**config.mk**
```make
export PLATFORM = sky130hd
export DESIGN_NAME = ivm_mapper
export DESIGN_NICKNAME = d
export VERILOG_FILES = /design/src/rtl/ivm_pkg.sv /design/src/rtl/ivm_mapper.sv
export SDC_FILE = /design/constraint.sdc
export NUM_CORES = 1
export LEC_CHECK = 0
export BUFFER_PORTS_ARGS = -buffer_cell sky130_fd_sc_hd__buf_4
export CORE_AREA = 2 2 106 108
export CTS_BUF_LIST = sky130_fd_sc_hd__clkbuf_8
export CTS_CLUSTER_SIZE = 20
export DETAILED_ROUTE_END_ITERATION = 6
export DIE_AREA = 0 0 108 110
export PLACE_DENSITY_LB_ADDON = 0.2
export REMOVE_ABC_BUFFERS = 1
export SLEW_MARGIN = 20
export SYNTH_ARGS = -nofsm -noshare
export SYNTH_HDL_FRONTEND = slang
export SYNTH_SLANG_ARGS = --single-unit
```
**constraint.sdc**
```tcl
create_clock -name clk -period 1.95 [get_ports clk]
set_clock_uncertainty 0.1 [all_clocks]
set_input_delay 0 -clock clk [delete_from_list [all_inputs] [get_ports clk]]
set_output_delay 0 -clock clk [all_outputs]
set_load 0.005 [all_outputs]
```
**src/rtl/ivm_pkg.sv**
```systemverilog
// Constants and types for the interrupt vector mapper
package ivm_pkg;

    // Widths
    localparam int PC_W = 17;
    localparam int VEC_W = 7;

    // Vector numbering
    localparam int VEC_RESET = 0;
    localparam int VEC_LAST = 76;
    localparam int RSV_FIRST = 51;
    localparam int RSV_LAST = 56;

    // Named sources inside the table
    localparam int VEC_CONVERTER = 29;
    localparam int VEC_EEPROM = 30;
    localparam int VEC_TIMER3_FIRST = 31;
    localparam int VEC_TIMER3_LAST = 35;
    localparam int VEC_SERIAL1_RX = 36;
    localparam int VEC_TWO_WIRE = 39;
    localparam int VEC_PROG_STORE = 40;
    localparam int VEC_TIMER4_FIRST = 41;
    localparam int VEC_TIMER5_FIRST = 46;
    localparam int VEC_RADIO_FIRST = 57;
    localparam int VEC_RADIO_LAST = 61;
    localparam int VEC_FRAME_MATCH = 62;
    localparam int VEC_SYMBOL_FIRST = 65;
    localparam int VEC_CIPHER = 70;
    localparam int VEC_FILTER3 = 76;
    localparam int VEC_SERIAL1_LAST = 38;
    localparam int VEC_TIMER4_LAST = 45;
    localparam int VEC_TIMER5_LAST = 50;
    localparam int VEC_FRAME_LAST = 64;
    localparam int VEC_SYMBOL_LAST = 69;
    localparam int VEC_FIRST_SRC = 1;
    localparam int VEC_OLD_LAST = 28;

    // Word offsets from the table base
    localparam logic [PC_W-1:0] APP_RESET_ADDR = 17'h0_0000;
    localparam logic [PC_W-1:0] ADDR_CONVERTER = 17'h0_003A;
    localparam logic [PC_W-1:0] ADDR_EEPROM = 17'h0_003C;
    localparam logic [PC_W-1:0] ADDR_TIMER3 = 17'h0_003E;
    localparam logic [PC_W-1:0] ADDR_RADIO = 17'h0_0072;
    localparam logic [PC_W-1:0] ADDR_FILTER3 = 17'h0_0098;
    localparam logic [PC_W-1:0] ADDR_TABLE = 17'h0_0002;
    localparam logic [PC_W-1:0] ADDR_SERIAL1 = 17'h0_0048;
    localparam logic [PC_W-1:0] ADDR_TWO_WIRE = 17'h0_004E;
    localparam logic [PC_W-1:0] ADDR_PROG_STORE = 17'h0_0050;
    localparam logic [PC_W-1:0] ADDR_TIMER4 = 17'h0_0052;
    localparam logic [PC_W-1:0] ADDR_TIMER5 = 17'h0_005C;
    localparam logic [PC_W-1:0] ADDR_FRAME_MATCH = 17'h0_007C;
    localparam logic [PC_W-1:0] ADDR_SYMBOL = 17'h0_0082;
    localparam logic [PC_W-1:0] ADDR_CIPHER = 17'h0_008C;

    // Reset value of the default boot section start
    localparam logic [PC_W-1:0] BOOT_START_DEF = 17'h1_F000;

    // Offer handshake states
    typedef enum logic {
        IVM_IDLE,
        IVM_OFFER
    } ivm_state_t;

    // Vector offered to the CPU fetch unit
    typedef struct packed {
        logic valid;
        logic boot;
        logic [VEC_W-1:0] num;
        logic [PC_W-1:0] addr;
    } ivm_fetch_t;

endpackage

```
**src/rtl/ivm_mapper.sv**
```systemverilog
// Interrupt vector mapper: masking, priority, vector address and reset address
`timescale 1ns/10ps

// What this block does
// Converter-complete goes to vector 29 at 0x003A, EEPROM-ready to 30 at 0x003C.
// Timer 3 capture, compares A-C, overflow use vectors 31-35 at 0x003E-0x0046.
// Second serial port receive, empty, transmit use vectors 36-38 at 0x0048-0x004C.
// Two-wire request is vector 39 at 0x004E, store-ready vector 40 at 0x0050.
// Timer 4 capture, compares, overflow use vectors 41-45 at 0x0052-0x005A.
// Timer 5 capture, compares, overflow use vectors 46-50 at 0x005C-0x0064.
// Radio lock, unlock, rx start, rx end, assess done use 57-61 at 0x0072-0x007A.
// Frame match, transmit end, wakeup use vectors 62-64 at 0x007C-0x0080.
// Symbol counter compares 1-3, overflow, backoff use 65-69 at 0x0082-0x008A.
// Cipher, battery, tx start, filters 0-3 use 70-76 at 0x008C-0x0098.
// Reset address is 0x0000 with fuse unprogrammed, else the boot start.
// Table starts at 0x0002; with select bit set, boot start is added.
// Vector base is independent of reset place; all four combinations legal.
// Vectors are offered only when an enabled interrupt is actually taken.
// Vector 0 is reset for every cause; 1-28 carry the older sources.
// Lowest pending enabled vector wins; reserved vectors 51-56 never raised.
module ivm_mapper #(
    parameter logic [ivm_pkg::PC_W-1:0] BOOT_START = ivm_pkg::BOOT_START_DEF
) (
    input wire logic clk,
    input wire logic sys_rst,
    input wire logic boot_reset_fuse,
    input wire logic vector_select_bit,
    input wire logic globalIntEnable,
    input wire logic [ivm_pkg::VEC_LAST:1] irqRequest,
    input wire logic [ivm_pkg::VEC_LAST:1] irqEnable,
    input wire logic cpuIntAck,
    output logic cpuIntReq,
    output ivm_pkg::ivm_fetch_t fetch,
    output logic [ivm_pkg::PC_W-1:0] cpuResetAddr,
    output logic [ivm_pkg::VEC_LAST:1] irqTaken
);
    import ivm_pkg::*;

    ivm_state_t state;
    ivm_state_t next_state;
    ivm_fetch_t next_fetch;
    logic [PC_W-1:0] next_cpuResetAddr;
    logic [VEC_LAST:1] next_irqTaken;
    logic [VEC_LAST:0] maskedReq;
    logic [VEC_W-1:0] winner;
    logic anyReq;
    logic [PC_W-1:0] base;

    // Per-vector gating; reserved slots and vector 0 are tied off
    assign maskedReq[VEC_RESET] = 1'b0;
    genvar gi;
    generate
        for (gi = 1; gi <= VEC_LAST; gi++) begin : g_mask
            if (gi >= RSV_FIRST && gi <= RSV_LAST) begin : g_rsv
                assign maskedReq[gi] = 1'b0;
            end else begin : g_src
                assign maskedReq[gi] = irqRequest[gi] & irqEnable[gi];
            end
        end
    endgenerate

    // Fixed priority: scan down so the lowest number is left standing
    // A lowest-bit trick would be smaller; the loop reads more plainly
    always_comb begin
        winner = '0;
        for (int i = VEC_LAST; i >= 1; i--) begin
            if (maskedReq[i]) begin
                winner = VEC_W'(i);
            end
        end
    end

    assign anyReq = globalIntEnable & (|maskedReq);

    // Table base follows the select bit, not the fuse
    assign base = vector_select_bit ? BOOT_START : APP_RESET_ADDR;

    // Offer sequencing and vector address generation
    always_comb begin
        next_state = state;
        next_fetch = fetch;
        next_irqTaken = '0;
        unique case (state)
            IVM_IDLE: begin
                if (anyReq) begin
                    // Address is vector number times two words plus base
                    next_state = IVM_OFFER;
                    next_fetch.valid = 1'b1;
                    next_fetch.boot = vector_select_bit;
                    next_fetch.num = winner;
                    next_fetch.addr = base + PC_W'({winner, 1'b0});
                    // Same step covers every later source too

                end
            end
            IVM_OFFER: begin
                // Committed once offered; a late mask change cannot retract it
                if (cpuIntAck) begin
                    next_state = IVM_IDLE;
                    next_fetch.valid = 1'b0;
                    next_irqTaken[fetch.num] = 1'b1;
                end
            end
        endcase
    end

    // Offer registers
    always_ff @(posedge clk) begin
        if (sys_rst) begin
            state <= IVM_IDLE;
            fetch <= '0;
            irqTaken <= '0;
        end else begin
            state <= next_state;
            fetch <= next_fetch;
            irqTaken <= next_irqTaken;
        end
    end

    assign cpuIntReq = fetch.valid;

    // Reset address, caught from the fuse while reset is held
    always_comb begin
        next_cpuResetAddr = cpuResetAddr;
        if (sys_rst) begin
            next_cpuResetAddr = boot_reset_fuse ? APP_RESET_ADDR : BOOT_START;
        end
    end

    // Fuse changes after release are ignored until the next reset
    always_ff @(posedge clk) begin
        cpuResetAddr <= next_cpuResetAddr;
    end

    // Helper: offset of the offered vector from its table base
    // lowBit isolates the lowest pending bit, a second view of priority
    logic [PC_W-1:0] vecOff;
    logic [VEC_LAST:0] lowBit;
    assign vecOff = fetch.addr - (fetch.boot ? BOOT_START : APP_RESET_ADDR);
    assign lowBit = maskedReq & (~maskedReq + 77'h0_0000_0000_0000_0000_0001);
endmodule

```
==> results by group <==
Status
  • Status: finished clean

Floorplan
  • Full die area: between 10000 and 15000 um2
  • Die Y-Extent: roughly 110 um
  • Die width: ~110 um
  • Placement Rows: 38
  • IO Pins: around 280
  • Core Region: roughly 11000 um2
  • Initial Util: a little under two fifths

Clock network
  • # clock sinks: 87
  • CTS tree: yes
  • Maximum root-to-sink buffer count: 2
  • Root buffer cell: clkbuf_8
  • H-tree levels: 3
  • Clk_lat worst skew: 0.36 ns
  • Total CTS buffers: 9
  • Clock transition at the registers of the reported paths: roughly 0.10 ns

Detailed routing
  • Post-Route WL: 12.5 mm
  • Iteration-0 DRC Markers: between 100 and 150
  • Initial DRT Pass Iterations: 5
  • Via Count: 4223
  • Routed vias/inst: 4.94
  • Residual DRC: 0
  • Antenna viol nets, final: 0
  • Drt wl/cell: ~15 um

Yosys
  • Yosys cell types: between 50 and 60
  • Post-Synthesis Cells: 450
  • #FFs+latches synth: between 80 and 90
  • Ys flop type: dfxtp_1
  • Synth Area per Inst: 9.00 um2
  • Synth Warn #: 0
  • Register area share after synthesis: between 40 and 50%
  • EDFF count, synth: 1
  • Post-Syn Area: 4050 um2
  • Async SR Flop Fraction: 0%

Global routing
  • GRT Overall Usage: between 20% and 30%
  • First-pass GRT wire length: a little under 20 mm
  • Largest net degree at the start of global routing: 19
  • Vias in the first global route: about 4100
  • Congestion Overflow GR: 0
  • Antenna violations before repair: 0

Cells and area
  • Fill cell total of the finished layout: ~960
  • Fin nets: around 870
  • # diodes: 0
  • Layout cells sized above 1: between 40% and 50%
  • Area Growth Syn to Fin: 54.4%

Power
  • VDD IR max: 0.354 mV
  • Flop pwr share: a little under half
  • PwrDens: 605 nW/um2
  • Switching Share: 28.4%
  • Static Leak: between 0.002 and 0.003 uW
  • Total power: approximately 3800 uW
  • Clock Power Share: between 30% and 40%
  • P_sw: 1070 uW
  • Gate power share: 20.0%
  • P_int: 2710 uW

Timing
  • Max Slew Vio Count: 0
  • Final hold vios: 0
  • Slew HR: approximately 67%
  • Finish-stage setup viols: 0
  • Period utilisation layout: between 90% and 100%
  • RSZ-0062 raised after global routing: no
  • Clock period minus final worst setup slack: about 1.8 ns
  • Least-Margin Pin Slew: a little under 0.5 ns
  • Final setup TNS: 0 ns
  • Fmax: 0.567 GHz

Placement
  • Port bufs: 248
  • DP Wirelength: around 10 mm
  • GPL Wtd Cong: roughly 0.82

Worst setup path
  • CP endpoint kind: register
  • Worst setup path class: in2reg
  • Worst EP arrival: ~1.9 ns
  • Largest fanout on the critical path: 8
  • Crit path required time: 2.13 ns
  • Setup crit start kind: input pin

Worst hold path
  • Type of the most critical hold path: in2reg

Run
  • Max_cap viols: 0
placed cells by master, fill, tap and decap left out, types with 8 or more instances in the layout:
cell / n
a22oi_1: 20
a22oi_4: 9
buf_4: 257
dfxtp_1: 86
a21oi_1: 19
a22oi_2: 8
nand3_1: 13
conb_1: 17
clkbuf_8: 9
nor2_1: 85
nand2_1: 73
dlygate4sd3_1: 10
registers in the layout (all words and copies together), names as in the netlist:
register,flops
cpuResetAddr,1
fetch,8
state,1
irqTaken,76
cpuIntReq,1
synthesized netlist by cell type (all sizes together), types with 3 or more instances:
library cell,instances,share of area (%)
inv,4,0.37
buf,35,6.6
a31oi,4,0.62
nor4,3,1.2
dfxtp,86,43
nand3b,4,0.74
a211oi,4,0.74
nor2b,7,1.1
o2111ai,4,0.87
and2,4,0.62
nand3,13,1.6
a21oi,19,2.3
nand2,74,6.9
nor2,85,7.9
o21ai,7,1.1
nor3,4,0.49
a22oi,37,11
a32oi,7,1.5
nand4,9,3.0
a32o,5,1.2
nand2b,6,0.93
power groups by stage:
stage | clock network, uW | logic [uW] | registers, uW
2_1_floorplan | 0 | 297 | 1860
3_3_place_gp | 0 | 722 | 1860
3_5_place_dp | 0 | 734 | 1860
4_1_cts | 1230 | 755 | 1820
5_1_grt | 1310 | 833 | 1820
6_report | 1210 | 757 | 1810
metrics by stage:
stage / setup slack, ns / instances / hold slack [ns] / utilization (%) / instance area [um2]
2_1_floorplan: 0.342 / 430 / -0.0338 / - / 3830
3_5_place_dp: 0.0318 / 827 / 0.144 / 55.5 / 5940
5_1_grt: 0.0703 / 854 / 0.0185 / 58.4 / 6250
3_3_place_gp: 0.123 / 827 / 0.133 / 55.5 / 5940
6_report: 0.187 / 854 / 0.00617 / 58.4 / 6250
4_1_cts: 0.0251 / 853 / 0.00406 / 58.3 / 6240
per-layer routing:
layer	track usage [%]	up-vias	routed length, um
li1	-	2081	-
met1	22.6	1919	4720
met2	39.9	196	6630
met3	3.70	27	905
met4	7.51	0	272
met5	0	-	0
worst max-delay path: stages:
cell and delay (ns):
dlygate4sd3_1 0.53, buf_4 0.15, a22oi_4 0.19, nand4_4 0.15
nor4_4 0.19, nand2_2 0.11, o21ai_4 0.27, nor3b_1 0.11
a221oi_2 0.23
kinds of logic (layout without fill, tap and decap cells):
kind of cell | Yosys count | count (layout) | synth area share (%)
and+or+nand+nor | 213 | 213 | 25.2
AOI/OAI and AO/OA | 107 | 107 | 23.8
DFF | 87 | 87 | 43.3
buffers and inverters | 40 | 288 | 7.17
muxes | 2 | 2 | 0.494
other | 1 | 17 | 0.0926
worst paths after layout:
path | from | to | depth (start not counted) | slack [ns]
max | irqEnable[2] | fetch[17] | 9 | 0.19
min | globalIntEnable | fetch[7] | 3 | 0.006
max reg2reg | fetch[17] | irqTaken[43] | 4 | 0.26
min reg2reg | cpuIntReq | cpuIntReq | 2 | 0.39
timing repair:
| action | 4_1_cts | 5_1_grt |
|---|---|---|
| endpoints found under the hold margin | 12 | 0 |
| endpoints found under the setup margin | 0 | 6 |
| resized for setup | 0 | 1 |
| hold buffers | 10 | 0 |
| buffers inserted | 0 | 1 |
layout make-up:
| cell class | count | area (um2) | area share, % |
|---|---|---|---|
| Timing Repair Buffer | 268 | 2040 | 32.7 |
| Clock inverter | 7 | 76.3 | 1.22 |
| Sequential cell | 87 | 1750 | 28.0 |
| Multi-Input combinational cell | 339 | 2070 | 33.1 |
| Tap cell | 140 | 175 | 2.80 |
| Clock buffer | 9 | 124 | 1.98 |
| Inverter | 4 | 15.0 | 0.240 |
Note: power is estimated with default switching activity, not from simulation.
